`config.mk`:
```
export PLATFORM = sky130hd
export DESIGN_NAME = mrx_rx_control
export DESIGN_NICKNAME = d
export VERILOG_FILES = /design/src/mrx_pause_timer.v /design/src/mrx_rx_control.v
export VERILOG_INCLUDE_DIRS = /design/src
export SDC_FILE = /design/constraint.sdc
export NUM_CORES = 1
export LEC_CHECK = 0
export ABC_AREA = 0
export BUFFER_PORTS_ARGS = -buffer_cell sky130_fd_sc_hd__buf_2
export CORE_MARGIN = 5
export CORE_UTILIZATION = 45
export CTS_CLUSTER_DIAMETER = 50
export DETAILED_ROUTE_END_ITERATION = 10
export PLACE_DENSITY = 0.75
export SLEW_MARGIN = 20
export SYNTH_ARGS = -nofsm -noshare
export SYNTH_HDL_FRONTEND = slang
export SYNTH_HIERARCHICAL = 1
export SYNTH_SLANG_ARGS = --single-unit
export TNS_END_PERCENT = 5
```
`constraint.sdc`:
```
create_clock -name clk -period 3.2 [get_ports clk]
set_input_delay 0.64 -clock clk [delete_from_list [all_inputs] [get_ports clk]]
set_output_delay 0.64 -clock clk [all_outputs]
set_load 0.005 [all_outputs]
```
`src/mrx_consts.vh`:
```
// Register offsets, field positions and reset values for the receive control block
`ifndef MRX_CONSTS_VH
`define MRX_CONSTS_VH

`define MRX_OFS_TX_STATUS     8'h72
`define MRX_OFS_RX_CTRL_ONE   8'h74

`define MRX_TXS_LATE_BIT      13
`define MRX_TXS_MAXCOL_BIT    12
`define MRX_TXS_ID_MSB        5

`define MRX_RC_FLUSH_BIT      15
`define MRX_RC_UDP_BIT        14
`define MRX_RC_TCP_BIT        13
`define MRX_RC_IP_BIT         12
`define MRX_RC_UCFILT_BIT     11
`define MRX_RC_PAUSE_BIT      10
`define MRX_RC_CRCACC_BIT     9
`define MRX_RC_MCFILT_BIT     8
`define MRX_RC_BCAST_BIT      7
`define MRX_RC_ALLMC_BIT      6
`define MRX_RC_OWNUC_BIT      5
`define MRX_RC_PROMISC_BIT    4
`define MRX_RC_INVERSE_BIT    1
`define MRX_RC_RUN_BIT        0

`define MRX_RC_RESET          16'h0800
`define MRX_RC_WRITE_MASK     16'hfff3

`define MRX_PAUSE_QUANTUM     7'h40

`endif

```
`src/mrx_pause_timer.v`:
```
// Pause timer holding transmission while a received pause request runs
`timescale 1ns/1ps
module mrx_pause_timer (
    // Clock and reset
    input  wire        clk,
    input  wire        reset_n,
    // Load request
    input  wire        load,
    input  wire [15:0] quanta,
    // Hold out
    output reg         hold
);
`include "mrx_consts.vh"

    reg [15:0] quanta_left;
    reg [6:0]  bit_count;

    // One quantum is 512 bit times; one clock stands for eight bit times
    always @(posedge clk or negedge reset_n) begin
        if (!reset_n) begin
            quanta_left <= 16'h0000;
            bit_count   <= 7'h00;
            hold        <= 1'b0;
        end else if (load) begin
            quanta_left <= quanta;
            bit_count   <= 7'h00;
            hold        <= (quanta != 16'h0000);
        end else if (quanta_left != 16'h0000) begin
            if (bit_count == `MRX_PAUSE_QUANTUM - 7'h01) begin
                bit_count   <= 7'h00;
                quanta_left <= quanta_left - 16'h0001;
                hold        <= (quanta_left != 16'h0001);
            end else begin
                bit_count <= bit_count + 7'h01;
            end
        end else begin
            hold <= 1'b0;
        end
    end

endmodule

```
`src/mrx_rx_control.v`:
```
// Receive control register, frame acceptance and transmit status report
`timescale 1ns/1ps
module mrx_rx_control (
    // Clock and reset
    input  wire        clk,
    input  wire        reset_n,
    // Register port
    input  wire [7:0]  reg_addr,
    input  wire        reg_write,
    input  wire        reg_read,
    input  wire [15:0] reg_wdata,
    output reg  [15:0] reg_rdata,
    // Station address and hash filter result
    input  wire [47:0] station_addr,
    input  wire        hash_hit,
    // Link mode
    input  wire        full_duplex,
    // Received frame summary from the receive MAC
    input  wire        rx_frame_start,
    input  wire [47:0] rx_dest_addr,
    input  wire        rx_frame_end,
    input  wire        rx_crc_error,
    input  wire        rx_is_ip,
    input  wire        rx_ip_sum_bad,
    input  wire        rx_is_udp,
    input  wire        rx_udp_sum_bad,
    input  wire        rx_is_tcp,
    input  wire        rx_tcp_sum_bad,
    input  wire        rx_is_pause,
    input  wire [15:0] rx_pause_quanta,
    // Transmit completion from the transmit MAC
    input  wire        tx_done,
    input  wire [5:0]  tx_done_id,
    input  wire        tx_late_collision,
    input  wire        tx_max_collision,
    // Results
    output reg         rx_frame_store,
    output reg         rx_frame_drop,
    output reg         rx_running,
    output reg         rx_queue_clear,
    output reg         tx_pause_hold
);
`include "mrx_consts.vh"

    ////////////////////////////////////////////////////////////////////////////////
    // Registers

    reg  [15:0] receive_control_one;
    reg  [15:0] transmit_status;
    wire        in_frame;
    reg         frame_ok_run;
    reg         pause_load;
    reg  [15:0] pause_quanta;
    wire        pause_hold;

    wire rx_queue_flush         = receive_control_one[`MRX_RC_FLUSH_BIT];
    wire udp_sum_check_en       = receive_control_one[`MRX_RC_UDP_BIT];
    wire tcp_sum_check_en       = receive_control_one[`MRX_RC_TCP_BIT];
    wire ip_header_sum_check_en = receive_control_one[`MRX_RC_IP_BIT];
    wire unicast_filter_en      = receive_control_one[`MRX_RC_UCFILT_BIT];
    wire pause_obey_en          = receive_control_one[`MRX_RC_PAUSE_BIT];
    wire crc_error_accept       = receive_control_one[`MRX_RC_CRCACC_BIT];
    wire multicast_filter_en    = receive_control_one[`MRX_RC_MCFILT_BIT];
    wire broadcast_accept       = receive_control_one[`MRX_RC_BCAST_BIT];
    wire all_multicast_accept   = receive_control_one[`MRX_RC_ALLMC_BIT];
    wire own_unicast_accept     = receive_control_one[`MRX_RC_OWNUC_BIT];
    wire promiscuous_accept     = receive_control_one[`MRX_RC_PROMISC_BIT];
    wire inverse_filter_en      = receive_control_one[`MRX_RC_INVERSE_BIT];
    wire rx_run_enable          = receive_control_one[`MRX_RC_RUN_BIT];

    ////////////////////////////////////////////////////////////////////////////////
    // Address classification

    function is_group;
        input [47:0] addr;
        begin
            // First bit on the wire is bit 40 of the address as held here
            is_group = addr[40];
        end
    endfunction

    function is_bcast;
        input [47:0] addr;
        begin
            is_bcast = &addr;
        end
    endfunction

    // Normal address check before inversion
    function addr_check;
        input [47:0] dest;
        input [47:0] own;
        input        hit;
        input        uc_filt;
        input        own_uc;
        input        mc_filt;
        input        bc_acc;
        input        all_mc;
        reg          group;
        reg          bcast;
        reg          match;
        begin
            group      = is_group(dest);
            bcast      = is_bcast(dest);
            match      = (dest == own);
            addr_check = (!group && uc_filt && match) ||
                         (!group && own_uc && match) ||
                         (group && !bcast && mc_filt && hit) ||
                         (bcast && bc_acc) ||
                         (group && all_mc);
        end
    endfunction

    // Inverse mode flips the address check only; promiscuous still takes all
    function addr_decide;
        input normal;
        input promisc;
        input inverse;
        begin
            if (promisc)
                addr_decide = 1'b1;
            else
                addr_decide = inverse ? !normal : normal;
        end
    endfunction

    // One enabled checksum failure is enough to discard the frame
    function sum_check_fail;
        input udp_en;
        input udp;
        input udp_bad;
        input tcp_en;
        input tcp;
        input tcp_bad;
        input ip_en;
        input ip;
        input ip_bad;
        begin
            sum_check_fail = (udp_en && udp && udp_bad) ||
                             (tcp_en && tcp && tcp_bad) ||
                             (ip_en && ip && ip_bad);
        end
    endfunction

    // Store verdict of a closing frame; the drop pulse is its complement
    function frame_keep;
        input started_running;
        input addr_ok;
        input sum_bad;
        input crc_bad;
        begin
            frame_keep = started_running && addr_ok && !sum_bad && !crc_bad;
        end
    endfunction

    wire addr_normal = addr_check(rx_dest_addr, station_addr, hash_hit, unicast_filter_en,
                                  own_unicast_accept, multicast_filter_en,
                                  broadcast_accept, all_multicast_accept);
    wire addr_pass   = addr_decide(addr_normal, promiscuous_accept, inverse_filter_en);
    wire sum_fail    = sum_check_fail(udp_sum_check_en, rx_is_udp, rx_udp_sum_bad,
                                      tcp_sum_check_en, rx_is_tcp, rx_tcp_sum_bad,
                                      ip_header_sum_check_en, rx_is_ip, rx_ip_sum_bad);
    wire crc_fail    = rx_crc_error && !crc_error_accept;

    ////////////////////////////////////////////////////////////////////////////////
    // Register writes and transmit status capture

    always @(posedge clk or negedge reset_n) begin
        if (!reset_n) begin
            receive_control_one <= `MRX_RC_RESET;
            transmit_status     <= 16'h0000;
        end else begin
            if (reg_write && reg_addr == `MRX_OFS_RX_CTRL_ONE) begin
                receive_control_one <= reg_wdata & `MRX_RC_WRITE_MASK;
            end
            // Whole word replaced at once so flags and id always agree
            if (tx_done) begin
                transmit_status <= 16'h0000;
                transmit_status[`MRX_TXS_LATE_BIT]  <= tx_late_collision;
                transmit_status[`MRX_TXS_MAXCOL_BIT] <= tx_max_collision;
                transmit_status[`MRX_TXS_ID_MSB:0]  <= tx_done_id;
            end
        end
    end

    always @(posedge clk or negedge reset_n) begin
        if (!reset_n) begin
            reg_rdata <= 16'h0000;
        end else if (reg_read) begin
            case (reg_addr)
                `MRX_OFS_TX_STATUS:   reg_rdata <= transmit_status;
                `MRX_OFS_RX_CTRL_ONE: reg_rdata <= receive_control_one;
                default:              reg_rdata <= 16'h0000;
            endcase
        end
    end

    ////////////////////////////////////////////////////////////////////////////////
    // Frame acceptance

    localparam [1:0] RX_IDLE     = 2'b00;
    localparam [1:0] RX_IN_FRAME = 2'b01;
    localparam [1:0] RX_FLUSHING = 2'b10;

    reg  [1:0] rx_state;
    reg  [1:0] next_rx_state;
    wire       frame_closing;

    assign in_frame      = (rx_state == RX_IN_FRAME);
    assign frame_closing = in_frame && (next_rx_state == RX_IDLE);

    always @* begin
        next_rx_state = rx_state;
        case (rx_state)
            RX_IDLE, RX_FLUSHING: begin
                // Software is expected to have stopped the receiver first
                if (rx_queue_flush)
                    next_rx_state = RX_FLUSHING;
                else if (rx_frame_start && rx_run_enable)
                    next_rx_state = RX_IN_FRAME;
                else
                    next_rx_state = RX_IDLE;
            end
            RX_IN_FRAME: begin
                // A frame already started finishes even if enable dropped
                if (rx_queue_flush)
                    next_rx_state = RX_FLUSHING;
                else if (rx_frame_start)
                    next_rx_state = RX_IN_FRAME;
                else if (rx_frame_end)
                    next_rx_state = RX_IDLE;
            end
            default: begin
                next_rx_state = RX_IDLE;
            end
        endcase
    end

    always @(posedge clk or negedge reset_n) begin
        if (!reset_n) begin
            rx_state       <= RX_IDLE;
            frame_ok_run   <= 1'b0;
            rx_frame_store <= 1'b0;
            rx_frame_drop  <= 1'b0;
            rx_running     <= 1'b0;
            rx_queue_clear <= 1'b0;
        end else begin
            rx_state       <= next_rx_state;
            rx_frame_store <= 1'b0;
            rx_frame_drop  <= 1'b0;
            rx_queue_clear <= rx_queue_flush;
            if (rx_queue_flush) begin
                frame_ok_run <= 1'b0;
            end else if (rx_frame_start && (rx_run_enable || in_frame)) begin
                frame_ok_run <= rx_run_enable;
            end
            if (frame_closing) begin
                rx_frame_store <= frame_keep(frame_ok_run, addr_pass, sum_fail, crc_fail);
                rx_frame_drop  <= !frame_keep(frame_ok_run, addr_pass, sum_fail, crc_fail);
            end
            rx_running <= rx_run_enable || in_frame;
        end
    end

    ////////////////////////////////////////////////////////////////////////////////
    // Pause handling

    always @(posedge clk or negedge reset_n) begin
        if (!reset_n) begin
            pause_load   <= 1'b0;
            pause_quanta <= 16'h0000;
        end else begin
            // Only clean pause frames in full duplex reach the timer
            pause_load   <= rx_frame_end && in_frame && rx_is_pause && !rx_crc_error &&
                            pause_obey_en && full_duplex;
            pause_quanta <= rx_pause_quanta;
        end
    end

    mrx_pause_timer u_pause (
        .clk     (clk),
        .reset_n (reset_n),
        .load    (pause_load),
        .quanta  (pause_quanta),
        .hold    (pause_hold)
    );

    always @(posedge clk or negedge reset_n) begin
        if (!reset_n) begin
            tx_pause_hold <= 1'b0;
        end else begin
            tx_pause_hold <= pause_hold && full_duplex;
        end
    end

endmodule

```
# ---- Word-level counts from Yosys, hierarchy flattened
# Cells that the tools add are included.
dict set report classes {
  addsub 2
  n_mul 0
  div 0
  n_lt_le_gt_ge 0
  eq_ne 8
  shift 0
  muxes 22
  n_bitwise 0
  reduce_logical 54
}
# op n
set op_table {}
lappend op_table {{equality test 48 bit} 1}
lappend op_table {{2-to-1 mux 16 bit} 3}
lappend op_table {{AND reduction 48 bit} 1}
lappend op_table {{one-hot mux 16 bit (2 select lines)} 1}
lappend op_table {{nonzero test 16 bit} 2}
lappend op_table {{logical AND 1 bit} 29}
lappend op_table {{2-to-1 mux 7 bit} 3}
lappend op_table {{equality test 8 x 7 -> 1 bit (second input constant)} 2}
lappend op_table {{inequality test 16 x 1 -> 1 bit (second input constant)} 1}
lappend op_table {{subtractor 16 x 1 -> 16 bit (second input constant)} 1}
lappend op_table {{2-to-1 mux 1 bit} 10}
lappend op_table {{logical NOT 1 bit} 8}
lappend op_table {{2-to-1 mux 2 bit} 4}
lappend op_table {{adder 7 x 1 -> 7 bit (second input constant)} 1}
lappend op_table {{equality test 7 x 6 -> 1 bit (second input constant)} 1}
lappend op_table {{logical OR 1 bit} 7}
lappend op_table {{nonzero test 2 bit} 3}
lappend op_table {{logical NOT 2 bit} 2}
lappend op_table {{one-hot mux 2 bit (2 select lines)} 1}
lappend op_table {{inequality test 3 bit (second input constant)} 1}
lappend op_table {{equality test 2 x 1 -> 1 bit (second input constant)} 1}
lappend op_table {{equality test 2 bit (second input constant)} 1}
lappend op_table {{AND reduction 2 bit} 1}
lappend op_table {{OR reduction 2 bit} 1}
dict set report word_totals {
  register_bits 87
  latch_bits 0
  ramBits 0
  romBits 0
  output_inout_bits 21
  elab_cells 101
  n_memories 0
}

# ---- Longest topological paths before layout
dict set report logic_depth {
  depth_word 16
  ltp_mapped 8
  depth_no_buf 8
}

# ---- Modules after synthesis
# The synthesis kept the hierarchy.
# mod n_inst cells_each area_each_um2 seq_area_each_um2
set modules_own_cells {}
lappend modules_own_cells {mrx_rx_control 1 263 2962.8 1577.8}
lappend modules_own_cells {mrx_pause_timer 1 170 1551.5 600.6}

# ---- Worst setup path after synthesis
# Ideal clock, no wire load.
dict set report synth_path {
  path_kind {input-to-reg}
  start {in station_addr[5]}
  end {reg rx_frame_drop}
  setup_ns 0.118
  arrival_ns 2.128
  required_time_ns 3.082
  slack_ns 0.955
  cell_stages 8
  cell_sequence {nor2b_1 -> a2111o_1 -> a2111oi_2 -> nand3_1 -> o211ai_2 -> xor2_1 -> o2111ai_1 -> nor2b_1}
}
dict set report synth_via {
  elab_chain_cells 14
  word_cells_on_any_way 15
}
# item line_no
set synth_lines {}
lappend synth_lines {{start, declared} mrx_rx_control.v:14} ;# input wire [47:0] station_addr,
lappend synth_lines {{equality test 48 bit *} mrx_rx_control.v:105} ;# match = (dest == own);
lappend synth_lines {{logical AND 1 bit (on tied branches)} {mrx_rx_control.v:106, mrx_rx_control.v:107}}
lappend synth_lines {{logical OR 1 bit *} mrx_rx_control.v:106} ;# addr_check = (!group && uc_filt && match) ||
lappend synth_lines {{logical OR 1 bit *} mrx_rx_control.v:107} ;# (!group && own_uc && match) ||
lappend synth_lines {{logical OR 1 bit *} mrx_rx_control.v:108} ;# (group && !bcast && mc_filt && hit) ||
lappend synth_lines {{logical OR 1 bit *} mrx_rx_control.v:109} ;# (bcast && bc_acc) ||
lappend synth_lines {{logical NOT 1 bit} mrx_rx_control.v:123} ;# addr_decide = inverse ? !normal : normal;
lappend synth_lines {{2-to-1 mux 1 bit *} mrx_rx_control.v:123}
lappend synth_lines {{2-to-1 mux 1 bit *} mrx_rx_control.v:120} ;# if (promisc)
lappend synth_lines {{logical AND 1 bit * (3 in a row)} mrx_rx_control.v:152} ;# frame_keep = started_running && addr_ok && !sum_bad && !crc_bad;
lappend synth_lines {{logical NOT 1 bit *} mrx_rx_control.v:259} ;# rx_frame_drop <= !frame_keep(frame_ok_run, addr_pass, sum_fail, crc_fail);
lappend synth_lines {{2-to-1 mux 1 bit *} mrx_rx_control.v:257} ;# if (frame_closing) begin
lappend synth_lines {{end signal, assigned} mrx_rx_control.v:259}
lappend synth_lines {{end, declared} mrx_rx_control.v:38} ;# output reg rx_frame_drop,
# Every way passes the cells marked *; elsewhere a longest branch is shown, timed or not.
# A chain may end at the register's enable or synchronous reset.

# ---- Final worst setup path
# Ends and elaborated chain as after synthesis.

==> run_results.csv <==
group,metric,value,unit
floorplanning,start_util,46.2,%
setup_path,critPathLaunchType,"input pin",
detailed_routing,drt_pass1_iterations,5,
min_path,hold_path.class,"input pin to async pin",
cells_and_area,multiInputGateArea,2180,µm²
setup_path,rr_endpoint,"u_pause/quanta_left[9]",
pwr,leakagePower,2.79,nW
floorplanning,io_pins,182,
clock_network,cts_setup_buffers,0,
setup_path,r2r_cells,5,
cells_and_area,nets,777,
setup_path,r2r_slack,1.22,ns
placement,gp_congestion,0.942,
clock_network,h-tree-depth,3,
detailed_routing,drtIter0Drc,147,
logic_synthesis,synth_top_cell_area_share,47.7,%
logic_synthesis,syn_area,4510,µm²
setup_path,criticalPathCategory,"input pin to register",
clock_network,cts-root-buf,"clkbuf_8",
floorplanning,rows,36,
setup_path,critPathCaptureType,"register",
detailed_routing,viasPerCell,5.44,
clock_network,cts.repair.resized,0,
detailed_routing,vias,4082,
global_routing,antenna_found_initial,0,
detailed_routing,wire_per_inst,17.2,µm
global_routing,grt_pass1_wl,20600,µm
sta,tightest_slew,0.773,ns
clock_network,tritoncts,"yes",
detailed_routing,drc,0,
sta,final_max_slew_viol_count,0,
logic_synthesis,synth_cells,433,
sta,fin_skew,0.0112,ns
global_routing,grt_use_total,22.0,%
logic_synthesis,synth.distinct_cells,62,
placement,postPlaceCellArea,5540,µm²
floorplanning,die_area,12100,µm²
setup_path,crit_required,3.47,ns
cells_and_area,most-common-layout-cells,"buf_2 (178), dfrtp_1 (86), xnor2_1 (29)",
sta,fin_crit_sh,69.1,%
global_routing,grt_pass1_vias,4234,
cells_and_area,fillerInstances,872,
logic_synthesis,yosysSeqAreaShare,48.3,%
clock_network,path_clk_slew,0.09,ns
logic_synthesis,syn-num-nets,597,
logic_synthesis,synth_edf_count,0,
cells_and_area,fin_area,5750,µm²
cells_and_area,layout_commonest_cell,"buf_2",
logic_synthesis,synthFlopType,"dfrtp_1",
logic_synthesis,yosys_register_bits,87,
logic_synthesis,avgSynthCellArea,10.4,µm²
cells_and_area,area_delta_synth_final,27.3,%
placement,dpl.hpwl,10500,µm
sta,timing.final.hold_violations,0,
sta,max_freq,452,MHz
clock_network,clk_path_buf_depth,2,
logic_synthesis,async_reset_ff_share,100,%
setup_path,crit_arrival,2.48,ns
sta,slew_headroom,48.5,%
setup_path,crit_fanout,2,
clock_network,clk_latency,0.37,ns
cells_and_area,drive_above_1_share,38.3,%
floorplanning,die_y,110,µm
detailed_routing,wl,13000,µm
sta,finalSetupViolations,0,
logic_synthesis,yosysTopAreaCell,"dfrtp_1",
clock_network,cts.sinks,87,
logic_synthesis,yosys-top-cells-area,"dfrtp_1 (48%), mux2_2 (5.7%), xnor2_1 (5.6%), xor2_1 (3.7%), nand4_1 (3.5%)",
detailed_routing,drt.antenna.violating_nets,0,
global_routing,grt_overflow_total,0,
setup_path,worstReg2RegStart,"u_pause/quanta_left[12]",
sta,rsz0062_at_grt,"no",
floorplanning,coreArea,9770,µm²
pwr,p_per_area,395,nW/µm²
logic_synthesis,yosys_warnings,6,
floorplanning,die_x,110,µm
setup_path,endpoint,"rx_frame_drop",
cells_and_area,diodes,0,
clock_network,postCtsHoldBufs,0,
clock_network,cts_buffers,9,
status,status,"finished clean",
global_routing,grt_max_degree,88,
sta,setup-tns-final,0,ns
job,drv_cap,0,
sta,period_minus_slack,2.21,ns
pwr,ir_drop,334,µV
cells_and_area,seqCellArea,2180,µm²
setup_path,cp-startpoint,"station_addr[5]",
placement,portBuffers,179,
## Yosys cell counts (2+ instances only)
| cell type | instances |
|---|---|
| dfrtp_1 | 86 |
| xnor2_1 | 29 |
| inv_1 | 27 |
| nor2_1 | 26 |
| nand4_1 | 25 |
| mux2_2 | 23 |
| nand2_1 | 20 |
| o21ai_0 | 20 |
| nand3_1 | 19 |
| xor2_1 | 19 |
| a21oi_1 | 16 |
| nor4_1 | 13 |
| nor2b_1 | 9 |
| a22oi_1 | 8 |
| clkbuf_1 | 7 |
| nor3_1 | 7 |
| nand4b_1 | 4 |
| o22ai_1 | 4 |
| or3_1 | 4 |
| a31oi_1 | 3 |
| and2_1 | 3 |
| and4_1 | 3 |
| buf_2 | 3 |
| ha_1 | 3 |
| mux2i_1 | 3 |
| nor4_4 | 3 |
| o31ai_1 | 3 |
| a2111o_1 | 2 |
| a221o_1 | 2 |
| a311oi_1 | 2 |
| and3_1 | 2 |
| nand2b_1 | 2 |
| nor3b_2 | 2 |
| o21ai_1 | 2 |
| o221ai_1 | 2 |
## routing by layer
layer | GRT usage [%] | vias to the layer above | part of all wire [%]
met5 | 0 | - | 0
met2 | 36.5 | 144 | 50
li1 | - | 1939 | -
met1 | 27.5 | 1979 | 41
met4 | 5.98 | 0 | 1.7
met3 | 7.40 | 20 | 7.4
## metrics by stage
stage | instances | power, mW | hold WS, ns | utilization, % | setup slack (ns)
after floorplan | 433 | 1.33 | 0.344 | - | 0.955
after global placement | 735 | 1.50 | 0.467 | 56.7 | 0.593
after detailed placement | 735 | 1.51 | 0.474 | 56.7 | 0.598
after CTS | 751 | 2.30 | 0.356 | 58.8 | 0.989
after global routing | 751 | 2.37 | 0.357 | 58.8 | 0.901
final | 751 | 2.27 | 0.311 | 58.8 | 0.987
## kinds of logic after synthesis
kind of cell / after synthesis / share of synthesized area [%]
AND/OR/NAND/NOR: 153 / 20.2
flip-flops: 87 / 48.3
AO/OA/AOI/OAI: 77 / 11.6
XOR/XNOR: 48 / 9.31
buffers and inverters: 39 / 3.35
multiplexers: 26 / 6.40
adder cells (fa/ha/maj): 3 / 0.832
## power breakdown
group	switching [mW]	total, mW	internal, mW
combinational	0.149	0.305	0.156
sequential	0.0347	1.19	1.15
clock	0.408	0.777	0.369
total	0.592	2.27	1.68
## state kept, by name, indices dropped and copies added (netlist names)
register             cells
rx_frame_drop            1
u_pause/quanta_left     16
tx_pause_hold            1
receive_control_one     14
rx_queue_clear           1
rx_state                 2
pause_load               1
frame_ok_run             1
rx_frame_store           1
transmit_status          8
pause_quanta            16
u_pause/hold             1
u_pause/bit_count        7
reg_rdata               16
rx_running               1
## area by class of cell
type,instances,area share (%)
Multi-Input combinational cell,307,38.0
Sequential cell,87,37.9
Timing Repair Buffer,181,16.0
Tap cell,133,2.90
Clock buffer,9,2.15
Inverter,27,1.76
Clock inverter,7,1.33
## critical path, cell delays in order
cell	delay (ns)
buf_2	0.10
nor2b_1	0.12
a2111o_1	0.41
a2111oi_2	0.34
nand3_1	0.13
o211ai_2	0.21
xor2_1	0.18
o2111ai_1	0.17
nor2b_1	0.17
## worst min path at each step
stage / startpoint / end / slack, ns / cells past startpoint
after floorplan: reset_n / frame_ok_run / 0.34 / 0
after global placement: rx_state[1] / rx_state[1] / 0.47 / 1
after detailed placement: receive_control_one[15] / rx_queue_clear / 0.47 / 0
after CTS: rx_pause_quanta[7] / pause_quanta[7] / 0.36 / 1
after global routing: rx_pause_quanta[7] / pause_quanta[7] / 0.36 / 1
final: reset_n / pause_quanta[15] / 0.31 / 1
Power figures use the tool's default switching activity.
